**src/inc/serial_port_map.vh**
```
`ifndef SERIAL_PORT_MAP_VH
`define SERIAL_PORT_MAP_VH
`define SFR_BAUD_RELOAD_VALUE 8'h91
`define SFR_BAUD_GENERATOR_CONTROL 8'h92
`define SFR_SERIAL_CONTROL 8'h98
`define SFR_SERIAL_DATA_BUFFER 8'h99
`define SFR_SLAVE_OWN_ADDRESS 8'ha9
`define SFR_SLAVE_ADDRESS_MASK 8'hb9
`define SERIAL_CONTROL_FE_SM0 7
`define SERIAL_CONTROL_SM1 6
`define SERIAL_CONTROL_SM2 5
`define SERIAL_CONTROL_REN 4
`define SERIAL_CONTROL_TB8 3
`define SERIAL_CONTROL_RB8 2
`define SERIAL_CONTROL_TI 1
`define SERIAL_CONTROL_RI 0
`define BDR_RUN 4
`define BDR_TX_BAUD_SOURCE 3
`define BDR_RX_BAUD_SOURCE 2
`define BDR_SPD 1
`define BDR_MODE0_BAUD_SOURCE 0
`define BDR_WRITE_MASK 8'h1f
`define RESET_SERIAL_CONTROL 8'h00
`define RESET_BAUD_CONTROL 8'h00
`define RESET_SLAVE_ADDR 8'h00
`define RESET_SLAVE_MASK 8'h00
`define LOW_SPEED_PRESCALE 6
`define MODE2_DIV_SLOW 32
`define MODE2_DIV_FAST 16
`define MODE0_DIV 12
`define OVERSAMPLE 16
`endif

```
**src/design/serial_port.v**
```verilog
// Notes on behaviour
// - Multiprocessor enable bit turns address recognition on and off.
// - With recognition on, only matching address frames set the receive flag.
// - Mode 1 with recognition: stop bit is ninth bit; flag needs match and stop.
// - Multiprocessor enable has no effect in mode 0.
// - Given address compares own address only where mask bits are one.
// - Broadcast address is own address OR mask; its zero bits are don't care.
// - Address frame accepted on given or broadcast match.
// - Own address and mask reset to zero so every address matches.
// - Receive and transmit flags OR into one request; only software clears them.
// - Request reaches core only with serial and global enables set.
// - Receive flag set at the stop bit sample in modes 1 to 3 in either detection setting; mode 0 never receives.
// - Bit 7 is framing error flag with detection on, else mode bit 0.
// - Bit 4 enables reception.
// - Modes 2 and 3 send bit 3 as ninth data bit.
// - Bit 2 captures stop bit in mode 1, ninth bit in modes 2 and 3.
// - Transmit flag set after last data bit is sent.
// - Data buffer read gives last received byte; write starts transmission.
// - Baud control bit 4 runs the internal generator.
// - Baud control bits 3 and 2 pick internal or timer 1 for tx and rx.
// - Baud control bit 1 selects high or low generator speed.
// - Baud control bit 0 lets mode 0 use the internal generator.
// - Reload register value loads the generator counter each period.
// - Modes 2 and 3 frame: start, eight data LSB first, ninth, stop.
// - Framing error flag stays set until software or reset clears it.
// - Mode 2 rate is clock/32, or clock/16 with baud doubling.
`timescale 1ns/1ps
`default_nettype none
`include "serial_port_map.vh"
module serial_port (
  input wire clk,
  input wire resetn,
  input wire [7:0] sfr_addr,
  input wire [7:0] sfr_wdata,
  input wire sfr_wr,
  input wire sfr_rd,
  output reg [7:0] sfr_rdata,
  input wire framing_detect_select,
  input wire baud_double,
  input wire serial_irq_enable,
  input wire global_irq_enable,
  input wire timer1_tick,
  input wire rxd_in,
  output reg txd_out,
  output reg serial_irq
);
  localparam ST_IDLE = 4'b0001;
  localparam ST_START = 4'b0010;
  localparam ST_BITS = 4'b0100;
  localparam ST_STOP = 4'b1000;

  reg [7:0] serial_control_reg;
  reg [7:0] baud_generator_control_reg;
  reg [7:0] baud_reload_value_reg;
  reg [7:0] slave_own_address_reg;
  reg [7:0] slave_address_mask_reg;
  reg framing_error_flag_reg;
  reg [7:0] rx_byte_reg;
  reg rxd_meta_reg;
  reg rxd_sync_reg;

  function addr_match;
    input [7:0] rx;
    input [7:0] own;
    input [7:0] mask;
    reg [7:0] bcast;
    begin
      bcast = own | mask;
      addr_match = (((rx ^ own) & mask) == 8'h00)
        | (((rx ^ bcast) & bcast) == 8'h00);
    end
  endfunction

  wire [1:0] port_mode;
  wire multiproc_enable;
  wire rx_enable;
  wire tx_ninth_bit;
  wire gen_tick;
  assign port_mode = {serial_control_reg[`SERIAL_CONTROL_FE_SM0], serial_control_reg[`SERIAL_CONTROL_SM1]};
  assign multiproc_enable = serial_control_reg[`SERIAL_CONTROL_SM2] & (port_mode != 2'd0);
  assign rx_enable = serial_control_reg[`SERIAL_CONTROL_REN];
  assign tx_ninth_bit = serial_control_reg[`SERIAL_CONTROL_TB8];

  baud_tick_gen u_gen (
    .clk(clk),
    .resetn(resetn),
    .run(baud_generator_control_reg[`BDR_RUN]),
    .speed_high(baud_generator_control_reg[`BDR_SPD]),
    .reload(baud_reload_value_reg),
    .tick(gen_tick)
  );

  // Fixed-rate dividers for mode 0 and mode 2, one-cycle enables
  reg fix_div_reg;
  reg [3:0] m0_div_reg;
  wire fix_tick;
  wire m0_fixed_tick;
  // Sixteen oversample ticks per bit give clk/32, or clk/16 when doubled
  assign fix_tick = baud_double | !fix_div_reg;
  assign m0_fixed_tick = (m0_div_reg == 4'd0);

  // Bit-rate enables: 16x oversampled in async modes
  reg tx_src;
  reg rx_src;
  always @* begin
    case (port_mode)
      2'd0: begin
        tx_src = baud_generator_control_reg[`BDR_MODE0_BAUD_SOURCE] ? gen_tick : m0_fixed_tick;
        rx_src = tx_src;
      end
      2'd2: begin
        tx_src = fix_tick;
        rx_src = fix_tick;
      end
      default: begin
        tx_src = baud_generator_control_reg[`BDR_TX_BAUD_SOURCE] ? gen_tick : timer1_tick;
        rx_src = baud_generator_control_reg[`BDR_RX_BAUD_SOURCE] ? gen_tick : timer1_tick;
      end
    endcase
  end

  // Transmitter: start, 8 data LSB first, optional ninth, stop
  reg [3:0] tx_state_reg;
  reg [3:0] tx_os_reg;
  reg [3:0] tx_bit_reg;
  reg [8:0] tx_shift_reg;
  reg tx_start_reg;
  reg tx_done_set;
  wire tx_bit_tick;
  wire nine_bit;
  assign nine_bit = port_mode[1];
  assign tx_bit_tick = tx_src & ((port_mode == 2'd0) | (tx_os_reg == 4'hf));

  always @(posedge clk or negedge resetn) begin
    if (!resetn) begin
      tx_state_reg <= ST_IDLE;
      tx_os_reg <= 4'h0;
      tx_bit_reg <= 4'h0;
      tx_shift_reg <= 9'h1ff;
      txd_out <= 1'b1;
      tx_done_set <= 1'b0;
    end else begin
      tx_done_set <= 1'b0;
      if (tx_src) begin
        tx_os_reg <= tx_os_reg + 4'h1;
      end
      case (tx_state_reg)
        ST_IDLE: begin
          txd_out <= 1'b1;
          if (tx_start_reg) begin
            tx_shift_reg <= {tx_ninth_bit, rx_byte_reg};
            tx_os_reg <= 4'h0;
            tx_state_reg <= ST_START;
          end
        end
        ST_START: begin
          txd_out <= 1'b0;
          if (tx_bit_tick) begin
            tx_bit_reg <= 4'h0;
            tx_state_reg <= ST_BITS;
          end
        end
        ST_BITS: begin
          txd_out <= tx_shift_reg[0];
          if (tx_bit_tick) begin
            tx_shift_reg <= {1'b1, tx_shift_reg[8:1]};
            tx_bit_reg <= tx_bit_reg + 4'h1;
            if (tx_bit_reg == (nine_bit ? 4'd8 : 4'd7)) begin
              tx_done_set <= 1'b1;
              tx_state_reg <= ST_STOP;
            end
          end
        end
        ST_STOP: begin
          txd_out <= 1'b1;
          if (tx_bit_tick) begin
            tx_state_reg <= ST_IDLE;
          end
        end
        default: tx_state_reg <= ST_IDLE;
      endcase
    end
  end

  // Receiver
  reg [3:0] rx_state_reg;
  reg [3:0] rx_os_reg;
  reg [3:0] rx_bit_reg;
  reg [8:0] rx_shift_reg;
  reg rx_done_set;
  reg rx_bit8_load;
  reg rx_bit8_val;
  reg fe_set;
  reg rxd_prev_reg;
  reg rx_push;
  reg [7:0] rx_push_data;
  wire rx_sample;
  wire rx_ninth;
  wire frame_ok;
  wire buf_in_ready;
  wire buf_out_valid;
  wire [7:0] buf_out_data;
  assign rx_sample = rx_src & (rx_os_reg == 4'h7);
  assign rx_ninth = nine_bit ? rx_shift_reg[8] : rxd_sync_reg;

  // Flag decision at end of frame; stop bit replaces ninth bit in mode 1
  assign frame_ok = !multiproc_enable
    | (rx_ninth & addr_match(nine_bit ? rx_shift_reg[7:0] : rx_shift_reg[8:1],
        slave_own_address_reg, slave_address_mask_reg)
       & (nine_bit | rxd_sync_reg));

  always @(posedge clk or negedge resetn) begin
    if (!resetn) begin
      rx_state_reg <= ST_IDLE;
      rx_os_reg <= 4'h0;
      rx_bit_reg <= 4'h0;
      rx_shift_reg <= 9'h000;
      rx_done_set <= 1'b0;
      rx_bit8_load <= 1'b0;
      rx_bit8_val <= 1'b0;
      fe_set <= 1'b0;
      rxd_prev_reg <= 1'b1;
      rx_push <= 1'b0;
      rx_push_data <= 8'h00;
    end else begin
      rx_done_set <= 1'b0;
      rx_bit8_load <= 1'b0;
      fe_set <= 1'b0;
      rxd_prev_reg <= rxd_sync_reg;
      if (rx_push & buf_in_ready) begin
        rx_push <= 1'b0;
      end
      if (rx_src) begin
        rx_os_reg <= rx_os_reg + 4'h1;
      end
      case (rx_state_reg)
        ST_IDLE: begin
          if (rx_enable & rxd_prev_reg & !rxd_sync_reg & (port_mode != 2'd0)) begin
            rx_os_reg <= 4'h0;
            rx_state_reg <= ST_START;
          end
        end
        ST_START: begin
          if (rx_sample) begin
            rx_bit_reg <= 4'h0;
            rx_state_reg <= rxd_sync_reg ? ST_IDLE : ST_BITS;
          end
        end
        ST_BITS: begin
          if (rx_sample) begin
            rx_shift_reg <= {rxd_sync_reg, rx_shift_reg[8:1]};
            rx_bit_reg <= rx_bit_reg + 4'h1;
            if (rx_bit_reg == (nine_bit ? 4'd8 : 4'd7)) begin
              rx_state_reg <= ST_STOP;
            end
          end
        end
        ST_STOP: begin
          if (rx_sample) begin
            rx_state_reg <= ST_IDLE;
            if (framing_detect_select & !rxd_sync_reg) begin
              fe_set <= 1'b1;
            end
            if (frame_ok) begin
              // Flag raised during stop bit, after ninth bit is known
              rx_done_set <= 1'b1;
              rx_bit8_load <= 1'b1;
              rx_bit8_val <= rx_ninth;
              rx_push <= 1'b1;
              rx_push_data <= nine_bit ? rx_shift_reg[7:0] : rx_shift_reg[8:1];
            end
          end
        end
        default: rx_state_reg <= ST_IDLE;
      endcase
    end
  end

  // Holding buffer; register side drains it every cycle a byte is held
  rx_skid_buffer u_buf (
    .clk(clk),
    .resetn(resetn),
    .in_valid(rx_push),
    .in_ready(buf_in_ready),
    .in_data(rx_push_data),
    .out_valid(buf_out_valid),
    .out_ready(1'b1),
    .out_data(buf_out_data)
  );

  // Register file and synchroniser
  wire wr_serial_data_buffer;
  assign wr_serial_data_buffer = sfr_wr & (sfr_addr == `SFR_SERIAL_DATA_BUFFER);
  reg [7:0] rx_data_reg;
  always @(posedge clk or negedge resetn) begin
    if (!resetn) begin
      rxd_meta_reg <= 1'b1;
      rxd_sync_reg <= 1'b1;
      serial_control_reg <= `RESET_SERIAL_CONTROL;
      baud_generator_control_reg <= `RESET_BAUD_CONTROL;
      baud_reload_value_reg <= 8'h00;
      slave_own_address_reg <= `RESET_SLAVE_ADDR;
      slave_address_mask_reg <= `RESET_SLAVE_MASK;
      framing_error_flag_reg <= 1'b0;
      rx_byte_reg <= 8'h00;
      rx_data_reg <= 8'h00;
      tx_start_reg <= 1'b0;
      fix_div_reg <= 1'b0;
      m0_div_reg <= 4'd0;
      sfr_rdata <= 8'h00;
      serial_irq <= 1'b0;
    end else begin
      rxd_meta_reg <= rxd_in;
      rxd_sync_reg <= rxd_meta_reg;
      fix_div_reg <= ~fix_div_reg;
      m0_div_reg <= (m0_div_reg == 4'd`MODE0_DIV - 4'd1) ? 4'd0 : m0_div_reg + 4'd1;
      tx_start_reg <= wr_serial_data_buffer;
      if (wr_serial_data_buffer) begin
        rx_byte_reg <= sfr_wdata;
      end
      if (buf_out_valid) begin
        rx_data_reg <= buf_out_data;
      end
      if (sfr_wr) begin
        case (sfr_addr)
          `SFR_SERIAL_CONTROL: begin
            if (framing_detect_select) begin
              serial_control_reg <= {serial_control_reg[7], sfr_wdata[6:0]};
              framing_error_flag_reg <= sfr_wdata[7];
            end else begin
              serial_control_reg <= sfr_wdata;
            end
          end
          `SFR_BAUD_GENERATOR_CONTROL: baud_generator_control_reg <= sfr_wdata & `BDR_WRITE_MASK;
          `SFR_BAUD_RELOAD_VALUE: baud_reload_value_reg <= sfr_wdata;
          `SFR_SLAVE_OWN_ADDRESS: slave_own_address_reg <= sfr_wdata;
          `SFR_SLAVE_ADDRESS_MASK: slave_address_mask_reg <= sfr_wdata;
          default: ;
        endcase
      end
      // Hardware sets win over a software clear in the same cycle
      if (fe_set) begin
        framing_error_flag_reg <= 1'b1;
      end
      if (rx_done_set) begin
        serial_control_reg[`SERIAL_CONTROL_RI] <= 1'b1;
      end
      if (tx_done_set) begin
        serial_control_reg[`SERIAL_CONTROL_TI] <= 1'b1;
      end
      if (rx_bit8_load) begin
        serial_control_reg[`SERIAL_CONTROL_RB8] <= rx_bit8_val;
      end
      serial_irq <= (serial_control_reg[`SERIAL_CONTROL_RI] | serial_control_reg[`SERIAL_CONTROL_TI])
        & serial_irq_enable & global_irq_enable;
      case (sfr_addr)
        `SFR_SERIAL_CONTROL: sfr_rdata <= framing_detect_select ?
          {framing_error_flag_reg, serial_control_reg[6:0]} : serial_control_reg;
        `SFR_SERIAL_DATA_BUFFER: sfr_rdata <= rx_data_reg;
        `SFR_BAUD_GENERATOR_CONTROL: sfr_rdata <= baud_generator_control_reg;
        `SFR_BAUD_RELOAD_VALUE: sfr_rdata <= baud_reload_value_reg;
        `SFR_SLAVE_OWN_ADDRESS: sfr_rdata <= slave_own_address_reg;
        `SFR_SLAVE_ADDRESS_MASK: sfr_rdata <= slave_address_mask_reg;
        default: sfr_rdata <= 8'h00;
      endcase
    end
  end
endmodule // serial_port
`default_nettype wire

```
**src/design/baud_tick_gen.v**
```verilog
`timescale 1ns/1ps
`default_nettype none
`include "serial_port_map.vh"
// Reloadable 8-bit baud counter; each overflow is one tick
module baud_tick_gen (
  input wire clk,
  input wire resetn,
  input wire run,
  input wire speed_high,
  input wire [7:0] reload,
  output reg tick
);
  reg [7:0] count_reg;
  reg [2:0] pre_reg;
  wire step;
  assign step = run & (speed_high | (pre_reg == 3'd0));
  always @(posedge clk or negedge resetn) begin
    if (!resetn) begin
      count_reg <= 8'h00;
      pre_reg <= 3'd0;
      tick <= 1'b0;
    end else begin
      tick <= 1'b0;
      if (!run) begin
        pre_reg <= 3'd0;
        count_reg <= reload;
      end else begin
        // Low speed divides by a fixed prescale
        pre_reg <= (pre_reg == 3'd`LOW_SPEED_PRESCALE - 3'd1) ? 3'd0 : pre_reg + 3'd1;
        if (step) begin
          if (count_reg == 8'hff) begin
            count_reg <= reload;
            tick <= 1'b1;
          end else begin
            count_reg <= count_reg + 8'h01;
          end
        end
      end
    end
  end
endmodule // baud_tick_gen
`default_nettype wire

```
**src/design/rx_skid_buffer.v**
```verilog
`timescale 1ns/1ps
`default_nettype none
// Two-entry buffer between the receiver and the data register
module rx_skid_buffer (
  input wire clk,
  input wire resetn,
  input wire in_valid,
  output wire in_ready,
  input wire [7:0] in_data,
  output wire out_valid,
  input wire out_ready,
  output wire [7:0] out_data
);
  reg [7:0] mem [0:1];
  reg wr_ptr_reg;
  reg rd_ptr_reg;
  reg [1:0] count_reg;
  wire push;
  wire pop;
  assign in_ready = (count_reg != 2'd2);
  assign out_valid = (count_reg != 2'd0);
  assign out_data = mem[rd_ptr_reg];
  assign push = in_valid & in_ready;
  assign pop = out_valid & out_ready;
  always @(posedge clk) begin
    if (push) begin
      mem[wr_ptr_reg] <= in_data;
    end
  end
  always @(posedge clk or negedge resetn) begin
    if (!resetn) begin
      wr_ptr_reg <= 1'b0;
      rd_ptr_reg <= 1'b0;
      count_reg <= 2'd0;
    end else begin
      if (push) begin
        wr_ptr_reg <= ~wr_ptr_reg;
      end
      if (pop) begin
        rd_ptr_reg <= ~rd_ptr_reg;
      end
      count_reg <= count_reg + {1'b0, push} - {1'b0, pop};
    end
  end
endmodule // rx_skid_buffer
`default_nettype wire

```
**config.mk**
```make
export PLATFORM = sky130hd
export DESIGN_NAME = serial_port
export DESIGN_NICKNAME = d
export VERILOG_FILES = /design/src/design/serial_port.v /design/src/design/baud_tick_gen.v /design/src/design/rx_skid_buffer.v
export VERILOG_INCLUDE_DIRS = /design/src /design/src/inc
export SDC_FILE = /design/constraint.sdc
export NUM_CORES = 1
export LEC_CHECK = 0
export ABC_AREA = 0
export BUFFER_PORTS_ARGS = -buffer_cell sky130_fd_sc_hd__buf_2
export CORE_AREA = 5 5 188 99
export CTS_BUF_LIST = sky130_fd_sc_hd__clkbuf_8
export CTS_CLUSTER_SIZE = 24
export DETAILED_ROUTE_END_ITERATION = 6
export DIE_AREA = 0 0 193 104
export PLACE_DENSITY = 0.66
export SLEW_MARGIN = 20
export SYNTH_ARGS = -nofsm -noshare
export SYNTH_HDL_FRONTEND = slang
export SYNTH_SLANG_ARGS = --single-unit
```
**constraint.sdc**
```tcl
create_clock -name clk -period 3.6 [get_ports clk]
set_input_delay 0.36 -clock clk [delete_from_list [all_inputs] [get_ports clk]]
set_output_delay 0.36 -clock clk [all_outputs]
set_load 0.03 [all_outputs]
```
# Word level (Yosys, flattened, before mapping)
# Memories as Yosys holds them, arrays and structs flattened. A register that Yosys moved wholly into a read port is not among the register bits.
# Index checks and enable logic that the tools add are counted.
# totals
mem_count	1
inputBits	26
reg_bits	136
mem_bits_rw	16
out_inout_bits	10
word_cells	224
# classes
n_bitwise	30
reduce_logical	39
addsub	9
eq_ne	34
n_mux	72
# mem_list
memory	depth	width	read_ports	rd_clocked_by_memory_dff	wr	line_no	text
u_buf.mem	2	8	1	1	1	rx_skid_buffer.v:14	reg [7:0] mem [0:1];
# ops
operator	n
two-way mux 4 bit	22
equality test 8 bit, second input constant	7
case mux 8 bit (6 select lines)	1
two-way mux 8 bit	5
case mux 4 bit (4 select lines)	2
two-way mux 1 bit	29
nonzero test 2 bit	12
inequality test 2 bit, second input constant	11
adder 4 x 1 -> 4 bit, second input constant	5
two-way mux 9 bit	2
case mux 9 bit (2 select lines)	1
AND reduction 3 bit	6
AND 8 bit	2
equality test 4 bit, second input constant	4
zero test 8 bit	2
case mux 4 bit (2 select lines)	2
AND reduction 2 bit	8
XOR 8 bit	2
two-way mux 3 bit	5
AND 1 bit	14
equality test 4 x 3 -> 1 bit, second input constant	3
AND reduction 5 bit	2
adder 8 x 1 -> 8 bit, second input constant	1
equality test 4 x 1 -> 1 bit, second input constant	2
19 further kinds	34

# Longest topological paths before layout
# Gate-level depths: netlist (run 1).
# depth
depth_word	11
ltp_mapped	9
depth_no_buf	8

# Cells and area by module
# From an unflattened synthesis (run 1), not the netlist that was laid out.
# unflattened
cells_unflattened	630
area_unflattened_um2	7474.7
# by_module_without_submodules
module	area_per_inst_um2	n_inst	seq_area_each_um2	cells_each
serial_port	5985.7	1	3221.8	512
rx_skid_buffer	774.5	1	580.6	42
baud_tick_gen	714.4	1	300.3	76

# Worst setup path after synthesis (run 1)
# Ideal clock, no wire load.
# synth_timing
path_type	reg-to-reg
from	reg serial_control_reg[7]
to	reg rx_state_reg[2]
path_stages_with_launch	10
synth_period_minus_slack_ns	2.060
arrival_ns	1.932
path_buffers	3
path_slack_ns	1.540
t_required_ns	3.472
setup_time_ns	0.128
path_cell_list	dfrtp_1 buf_6 buf_2 or2_2 clkbuf_1 nand4b_1 nor2b_1 a21oi_1 o31a_1 mux2_1
# synth_via
elab_chain_len	5
elab_cells_between_ends	14
cone_classes	eq/ne: 7; mux: 2; bitwise: 2; reduce/logical: 3
# synth_rtl
element	line_no	text
start, declared	serial_port.v:52	reg [7:0] serial_control_reg;
start signal, assigned	serial_port.v:299	serial_control_reg <= `RESET_SERIAL_CONTROL;
start signal, assigned	serial_port.v:328	serial_control_reg <= {serial_control_reg[7], sfr_wdata[6:0]};
start signal, assigned	serial_port.v:331	serial_control_reg <= sfr_wdata;
equality test 2 bit / zero test 2 bit (equally long branches)	serial_port.v:106	case (port_mode)
case mux 1 bit (2 select lines)	serial_port.v:106	
AND 1 bit	serial_port.v:203	assign rx_sample = rx_src & (rx_os_reg == 4'h7);
inequality test 2 bit (no line)	-	
AND reduction 5 bit (no line) (*)	-	
end signal, assigned	serial_port.v:246	rx_state_reg <= rxd_sync_reg ? ST_IDLE : ST_BITS;
end, declared	serial_port.v:186	reg [3:0] rx_state_reg;
# Mark *: on every way between the ends. The rest lies on a longest branch, timed or not.
# A chain may end at the register's enable or synchronous reset.

# Worst setup path in the final report (run 1)
# layout_timing
from	reg serial_control_reg[7]
to	reg rx_push_data[3]
# layout_via
elab_chain_len	9
elab_cells_between_ends	21
cone_classes	eq/ne: 1; mux: 3; bitwise: 11; reduce/logical: 6
# layout_rtl
element	line_no	text
two-way mux 8 bit	serial_port.v:208, serial_port.v:270	
XOR 8 bit (on tied branches)	serial_port.v:69, serial_port.v:70	
AND 8 bit (on tied branches)	serial_port.v:69, serial_port.v:70	
zero test 8 bit (on tied branches)	serial_port.v:69, serial_port.v:70	
OR 1 bit	serial_port.v:70	| (((rx ^ bcast) & bcast) == 8'h00);
AND 1 bit	serial_port.v:208	| (rx_ninth & addr_match(nine_bit ? rx_shift_reg[7:0] : rx_shift_reg[8:1],
AND 1 bit	serial_port.v:210	& (nine_bit | rxd_sync_reg));
OR 1 bit	serial_port.v:208	
AND reduction 3 bit (no line)	-	
end signal, assigned	serial_port.v:270	rx_push_data <= nine_bit ? rx_shift_reg[7:0] : rx_shift_reg[8:1];
end, declared	serial_port.v:196	reg [7:0] rx_push_data;
# Several ways; a longest one is shown, not always the timed one.

==> metrics.md, run 1 <==
| Metric | Value |
|---|---|
| GR Overflow Total | `0` |
| Post-synth EDFFs | `16` |
| Area contributors post-synth | `dfrtp_1 (44%), mux2_2 (8.1%), edfxtp_1 (6.5%), dfstp_2 (5.3%), mux2i_1 (4.5%)` |
| Setup bufs post-CTS | `0` |
| Minimum clock period | `between 2 and 3 ns` |
| Remaining DRCs | `0` |
| Die Ht | `about 100 um` |
| Syn Std Cell Area | `between 7000 and 8000 um^2` |
| Synthesized instance count | `637` |
| Sequential element share of the synthesized area | `between 50% and 60%` |
| N_diodes | `0` |
| Net count, final | `around 700` |
| CP endpoint kind | `flip-flop` |
| Post-Place Cells | `888` |
| Pre-CTS setup slack | `0.853 ns` |
| Routed Antenna Nets | `0` |
| Busiest grt layer | `met1` |
| CP Launch Type | `flip-flop` |
| M2 GR Usage | `roughly 25%` |
| Final Hold Vio Count | `3` |
| Max-slew violations | `0` |
| CTS root buffer | `clkbuf_8` |
| Number of flip-flops in the largest register | `16` |
| Clock power share | `between 30% and 40%` |
| H-tree Lvls | `4` |
| CP delay by family, top | `flip-flops` |
| Worst VDD drop | `0.269 mV` |
| Vias | `between 5000 and 6000` |
| Largest net degree at the start of global routing | `101` |
| Vias in the first global route | `between 5000 and 6000` |
| Reg clk slew, reported paths | `around 0.090 ns` |
| Fraction of layout cells with a size suffix above 1 | `22.9%` |
| Crit Path Max Fanout | `18` |
| Achievable Freq | `about 360 MHz` |
| Mapped Nets | `670` |
| Most frequent cells in the layout | `dfrtp_1 (129), mux2_2 (53), nor2_1 (44)` |
| Num ports | `36` |
| Area delta synth->final | `10.8%` |
| WP buf/inv | `0` |
| Top cell type's share of synthesized area | `a little over two fifths` |
| Die Outline Area | `20100 um^2` |
| Path depth of the worst reg2reg path | `6` |
| Met3 Use GR | `4.16%` |
| Sequential power share | `between 50% and 60%` |
| Worst path slowest cell | `dfrtp_1` |
| Status | `complete, but fails checks` |
| RSZ-0062 raised after global routing | `no` |
| Starting Density | `43.8%` |
| HP Class | `in -> async` |
| Wire length per cell | `roughly 19 um` |
| Failing checks | `negative hold slack` |
| Leakage power | `3.70 nW` |
| Worst skew pair latency | `roughly 0.45 ns` |
| Worst flop-to-flop path startpoint | `serial_control_reg[7]` |
| Setup total negative slack | `0 ns` |
| HPWL after detailed placement | `roughly 13 mm` |
| Yosys top cell by area | `dfrtp_1` |
| Required time of the critical path | `3.93 ns` |
| DRT iter0 DRCs | `~480` |
| Fin crit share | `77.0%` |
| Crit-path most repeated cell | `mux2i_1` |
| Fin cells | `roughly 920` |
| Crit path kind | `reg -> reg` |
| Worst Skew | `0.0131 ns` |
| Average size of a mapped cell | `11.6 um^2` |
| Main synth FF type | `dfrtp_1` |
| Crit path DAT | `around 3.1 ns` |
| Max clock buf depth | `2` |
| Fill count | `between 1500 and 2000` |
| Psw | `934 uW` |
| Crit-path cells | `mux2i_1 -> mux2i_1 -> a2111oi_4 -> nand3_2 -> and2_0 -> o221a_1` |
| Synth cell types | `slightly below 70` |
| Core area | `16900 um^2` |
| Net Sw Frac | `between 20% and 30%` |
| Global-route wire length before repair | `roughly 28 mm` |
| R2R Path End | `rx_push_data[3]` |
| Pwr Density | `429 nW/um^2` |
| Setup violations, final | `0` |
| Hold WS | `-0.00828 ns` |
| Average vias per placed instance | `5.78` |
| CTS tree | `built` |
| GP Congestion | `a little over 0.8` |
| Synth async-reset ratio | `90.0%` |
| Number of synthesized register bits | `160` |
| Die X | `193 um` |
| Beginning of the critical path | `serial_control_reg[7]` |
| Row count | `34` |
| Total wire length | `~17 mm` |
| Sinks on Clock Net | `160` |
| Ys Warns | `0` |
| DR pass1 iterations | `5` |
| Flop-to-flop setup slack | `~0.83 ns` |
| Final WS setup | `0.827 ns` |
| Combinational power share | `just over 8%` |
| TritonCTS Buffers | `17` |
| Pint | `between 2 and 3 mW` |
| Max Cap Viol | `0` |
| Most common cell after layout, fill and taps aside | `dfrtp_1` |
| Port bufs | `34` |
| Global Route Usage Sum | `~18%` |
| Worst-margin pin slew | `approximately 0.93 ns` |
| Slew HR | `a little under two fifths` |
| CP peak stage delay | `0.92 ns` |
| Initial antenna violation count | `0` |
| Met1 GRT Util | `between 20 and 30%` |
==> timing repair <==
item                       in CTS  in global routing
gates resized for setup         0                  0
setup endpoints to repair       0                  0
hold buffers                    1                  0
hold endpoints to repair        1                  0
==> per-layer routing <==
metal | wire, um | vias to the layer above | share of wire [%]
met3 | 1040 | 13 | 6.0
met2 | 7400 | 153 | 43
met1 | 8770 | 2731 | 50
li1 | - | 2425 | -
met4 | 178 | 0 | 1.0
met5 | 0 | - | 0
==> layout make-up <==
type	count	area, um^2	area share [%]
clock buffer	17	234	2.86
clock inverter	15	124	1.51
inverter	12	45.0	0.550
multi-input combinational	441	3160	38.5
sequential	160	4100	50.1
tap	234	293	3.57
timing repair buffer	42	239	2.92
==> synthesized netlist by cell type, drive strengths merged, types with 10 or more instances <==
| library cell | count |
|---|---|
| dfstp | 15 |
| buf | 10 |
| nand3 | 38 |
| nor3 | 13 |
| nand2 | 44 |
| mux2 | 55 |
| mux2i | 36 |
| a21oi | 22 |
| inv | 11 |
| clkbuf | 14 |
| nand2b | 12 |
| dfrtp | 129 |
| edfxtp | 16 |
| o21ai | 44 |
| a22oi | 20 |
| nor2 | 44 |
==> kinds of logic (layout without fill, tap and decap cells) <==
| family | Yosys count | in the layout | share of synthesized area (%) |
|---|---|---|---|
| buffers and inverters | 36 | 86 | 2.05 |
| DFF | 160 | 160 | 55.5 |
| and+or+nand+nor | 197 | 197 | 13.5 |
| muxes | 91 | 91 | 13.5 |
| xor gates and xnor gates | 16 | 16 | 1.90 |
| adders and majority gates | 7 | 7 | 1.18 |
| AOI/OAI and AO/OA | 130 | 130 | 12.4 |
==> how the worst max path moves through the flow <==
stage | to | cells after the start | slack [ns]
finish | rx_push_data[3] | 6 | 0.83
global route | rx_push_data[1] | 6 | 0.65
CTS | rx_push_data[3] | 6 | 0.82
detailed placement | rx_push_data[7] | 6 | 0.85
global placement | rx_push_data[5] | 6 | 0.94
floorplan | rx_state_reg[2] | 9 | 1.54
==> metrics by stage <==
step,area (um^2),utilization [%],power [mW]
6_report,8190,48.5,3.51
5_1_grt,8190,48.5,3.68
4_1_cts,8190,48.5,3.55
3_5_place_dp,7820,46.3,2.33
3_3_place_gp,7820,46.3,2.30
2_1_floorplan,7390,-,2.20
==> worst register-to-register path, stage by stage, from the launching register on <==
cell and delay, ns:
dfrtp_1 0.92, mux2i_1 0.53, mux2i_1 0.20, a2111oi_4 0.24
nand3_2 0.16, and2_0 0.32, o221a_1 0.30
==> power groups by stage <==
stage / clock network [mW] / logic (mW) / registers (mW)
6_report: 1.22 / 0.283 / 2.01
4_1_cts: 1.25 / 0.286 / 2.01
5_1_grt: 1.33 / 0.323 / 2.02
3_3_place_gp: 0 / 0.265 / 2.04
2_1_floorplan: 0 / 0.186 / 2.01
3_5_place_dp: 0 / 0.283 / 2.04
Note: power is estimated with default switching activity, not from simulation.
==> run 2, diff against run 1 <==
clock period = 2.7 ns   (was 3.6 ns; I/O delays follow)
==> run 2 against run 1 <==
The run now ends clean. Highest routed layer unchanged. First-iteration DRC count up 3.8%. Die area did not move. Via count grew 0.58%. Clock-buffer cell count rose by 1. Clock skew up 0.0028 ns.
==> metrics.md, run 2 (synthesized netlist as in run 1, its figures left out) <==
| Metric | Value |
|---|---|
| R2R Path End | `rx_push_data[5] (was rx_push_data[3])` |
| Fin cells | `930 (was 921)` |
| Clock power share | `36.8% (was 34.7%)` |
| Fraction of layout cells with a size suffix above 1 | `24.1% (was 22.9%)` |
| Remaining DRCs | `0 (unchanged)` |
| WP buf/inv | `0 (unchanged)` |
| Slew HR | `44.5% (was 37.6%)` |
| Final Hold Vio Count | `0 (was 3)` |
| Total wire length | `17.8 mm (was 17.4 mm)` |
| Worst-margin pin slew | `0.826 ns (was 0.928 ns)` |
| Path depth of the worst reg2reg path | `6 (unchanged)` |
| CP Launch Type | `flip-flop (unchanged)` |
| Dpl cell area | `7890 um^2 (was 7820 um^2)` |
| Most common cell after layout, fill and taps aside | `dfrtp_1 (unchanged)` |
| Power consumption | `4.86 mW (was 3.51 mW)` |
| Status | `finished, final reports clean (was complete, but fails checks)` |
| Reg clk slew, reported paths | `0.09 ns (about the same)` |
| Worst path slowest cell | `dfrtp_1 (unchanged)` |
| Crit-path cells | `mux2i_2 -> mux2i_1 -> a2111oi_4 -> nand3_2 -> and2_0 -> o221a_1 (was mux2i_1 -> mux2i_1 -> a2111oi_4 -> nand3_2 -> and2_0 -> o221a_1)` |
| Crit Path Max Fanout | `9 (was 18)` |
| Global-route wire length before repair | `28.3 mm (was 28.4 mm)` |
| Routed Antenna Nets | `0 (unchanged)` |
| Hold buffer count at CTS | `2 (was 1)` |
| Pint | `3.51 mW (was 2.58 mW)` |
| GP Congestion | `0.843 (was 0.824)` |
| Die Outline Area | `20100 um^2 (unchanged)` |
| Num ports | `36 (unchanged)` |
| Row count | `34 (unchanged)` |
| Global Route Usage Sum | `18.2% (was 18.1%)` |
| CP Depth | `6 (unchanged)` |
| Net count, final | `716 (was 707)` |
| Final core occ | `49.2% (was 48.5%)` |
| Most frequent cells in the layout | `dfrtp_1 (129), mux2_2 (53), nor2_1 (44), o21ai_0 (44), nand2_1 (43) (was dfrtp_1 (129), mux2_2 (53), nor2_1 (44))` |
| Area of the multi-input gates | `3160 um^2 (unchanged)` |
| Worst Skew | `0.0159 ns (was 0.0131 ns)` |
| Minimum clock period | `2.53 ns (was 2.77 ns)` |
| GR Overflow Total | `0 (unchanged)` |
| Combinational power share | `7.9% (was 8.1%)` |
| H-tree Lvls | `4 (unchanged)` |
| Worst VDD drop | `0.306 mV (was 0.269 mV)` |
| CP peak stage delay | `0.67 ns (was 0.92 ns)` |
| HP Class | `in -> reg (was in -> async)` |
| Setup total negative slack | `0 ns (unchanged)` |
| Largest net degree at the start of global routing | `77 (was 101)` |
| Sequential power share | `55.3% (was 57.2%)` |
| CP delay by family, top | `flip-flops (unchanged)` |
| CP endpoint kind | `flip-flop (unchanged)` |
| RSZ-0062 raised after global routing | `no (unchanged)` |
| Net Sw Frac | `27.7% (was 26.6%)` |
| Achievable Freq | `396 MHz (was 361 MHz)` |
| Die X | `193 um (unchanged)` |
| Average vias per placed instance | `5.76 (was 5.78)` |
| Critical path endpoint | `rx_push_data[5] (was rx_push_data[3])` |
| HPWL after detailed placement | `13.1 mm (was 12.8 mm)` |
| Number of flip-flops in the largest register | `16 (unchanged)` |
| Sinks on Clock Net | `160 (unchanged)` |
| Required time of the critical path | `3.04 ns (was 3.93 ns)` |
| Setup bufs post-CTS | `0 (unchanged)` |
| Psw | `1.34 mW (was 934 uW)` |
| DRT iter0 DRCs | `493 (was 475)` |
| Fin crit share | `93.6% (was 77.0%)` |
| Flop-to-flop setup slack | `0.17 ns (was 0.83 ns)` |
| Max-slew violations | `0 (unchanged)` |
| Worst flop-to-flop path startpoint | `serial_control_reg[7] (unchanged)` |
| Die Ht | `104 um (unchanged)` |
| CTS tree | `built (unchanged)` |
| Max Cap Viol | `0 (unchanged)` |
| Finished Cell Area | `8310 um^2 (was 8190 um^2)` |
| TritonCTS Buffers | `17 (unchanged)` |
| Crit path kind | `reg -> reg (unchanged)` |
| DR pass1 iterations | `5 (unchanged)` |
| Initial antenna violation count | `0 (unchanged)` |
| Starting Density | `43.8% (unchanged)` |
| FF+latch area | `4100 um^2 (unchanged)` |
| N_diodes | `0 (unchanged)` |
| Crit path DAT | `2.87 ns (was 3.11 ns)` |
| Worst skew pair latency | `0.46 ns (was 0.45 ns)` |
| Vias | `5353 (was 5322)` |
| Post-Place Cells | `896 (was 888)` |
| Beginning of the critical path | `serial_control_reg[7] (unchanged)` |
| Core area | `16900 um^2 (unchanged)` |
| Setup violations, final | `0 (unchanged)` |
| Max clock buf depth | `2 (unchanged)` |
| Leakage power | `3.77 nW (was 3.70 nW)` |
| Pwr Density | `585 nW/um^2 (was 429 nW/um^2)` |
| Wire length per cell | `19.1 um (was 18.9 um)` |
| Port bufs | `34 (unchanged)` |
| Fill count | `1528 (was 1527)` |
| CTS resizes | `0 (unchanged)` |
| CTS root buffer | `clkbuf_8 (unchanged)` |
| Area delta synth->final | `12.4% (was 10.8%)` |
| Vias in the first global route | `5140 (was 5152)` |
run 2: power groups by stage:
stage               logic (mW)  clock network, mW  registers, mW
floorplan                0.248                  0           2.68
global route             0.435               1.94           2.70
finish                   0.385               1.79           2.69
CTS                      0.388               1.83           2.68
detailed placement       0.384                  0           2.73
global placement         0.357                  0           2.71
run 2: metrics by stage:
stage / hold WS (ns) / worst slack (ns)
floorplan: -0.0256 / 0.640
detailed placement: 0.347 / 0.140
global placement: 0.337 / 0.236
CTS: 0.0852 / 0.142
global route: 0.0808 / 0.0381
finish: 0.119 / 0.173
run 2: worst reg2reg max path, delay by kind of cell, from the launching register on:
kind	cells	cell delay, ns
mux	2	0.61
flops	1	0.67
compound gates	2	0.63
simple gates	2	0.50
run 2: worst min path at each step:
stage / depth (start not counted) / slack [ns] / from / to
finish: 2 / 0.12 / serial_irq_enable / serial_irq
global route: 2 / 0.08 / global_irq_enable / serial_irq
CTS: 2 / 0.09 / serial_irq_enable / serial_irq
detailed placement: 1 / 0.35 / resetn / u_gen.pre_reg[0]
global placement: 1 / 0.34 / resetn / u_gen.pre_reg[1]
floorplan: 0 / -0.03 / resetn / baud_generator_control_reg[0]
run 2: final cells by class:
class | count | area share [%]
Clock buffer | 18 | 2.98
Inverter | 12 | 0.542
Multi-Input combinational cell | 441 | 38.0
Clock inverter | 14 | 1.75
Tap cell | 234 | 3.52
Timing Repair Buffer | 51 | 3.87
Sequential cell | 160 | 49.4
run 2: per-layer routing:
layer / vias up / GRT usage (%) / routed length, um
met5: - / 0 / 0
met4: 0 / 4.49 / 141
met3: 17 / 4.86 / 1160
met2: 154 / 24.7 / 7540
met1: 2728 / 28.7 / 8930
li1: 2454 / - / -
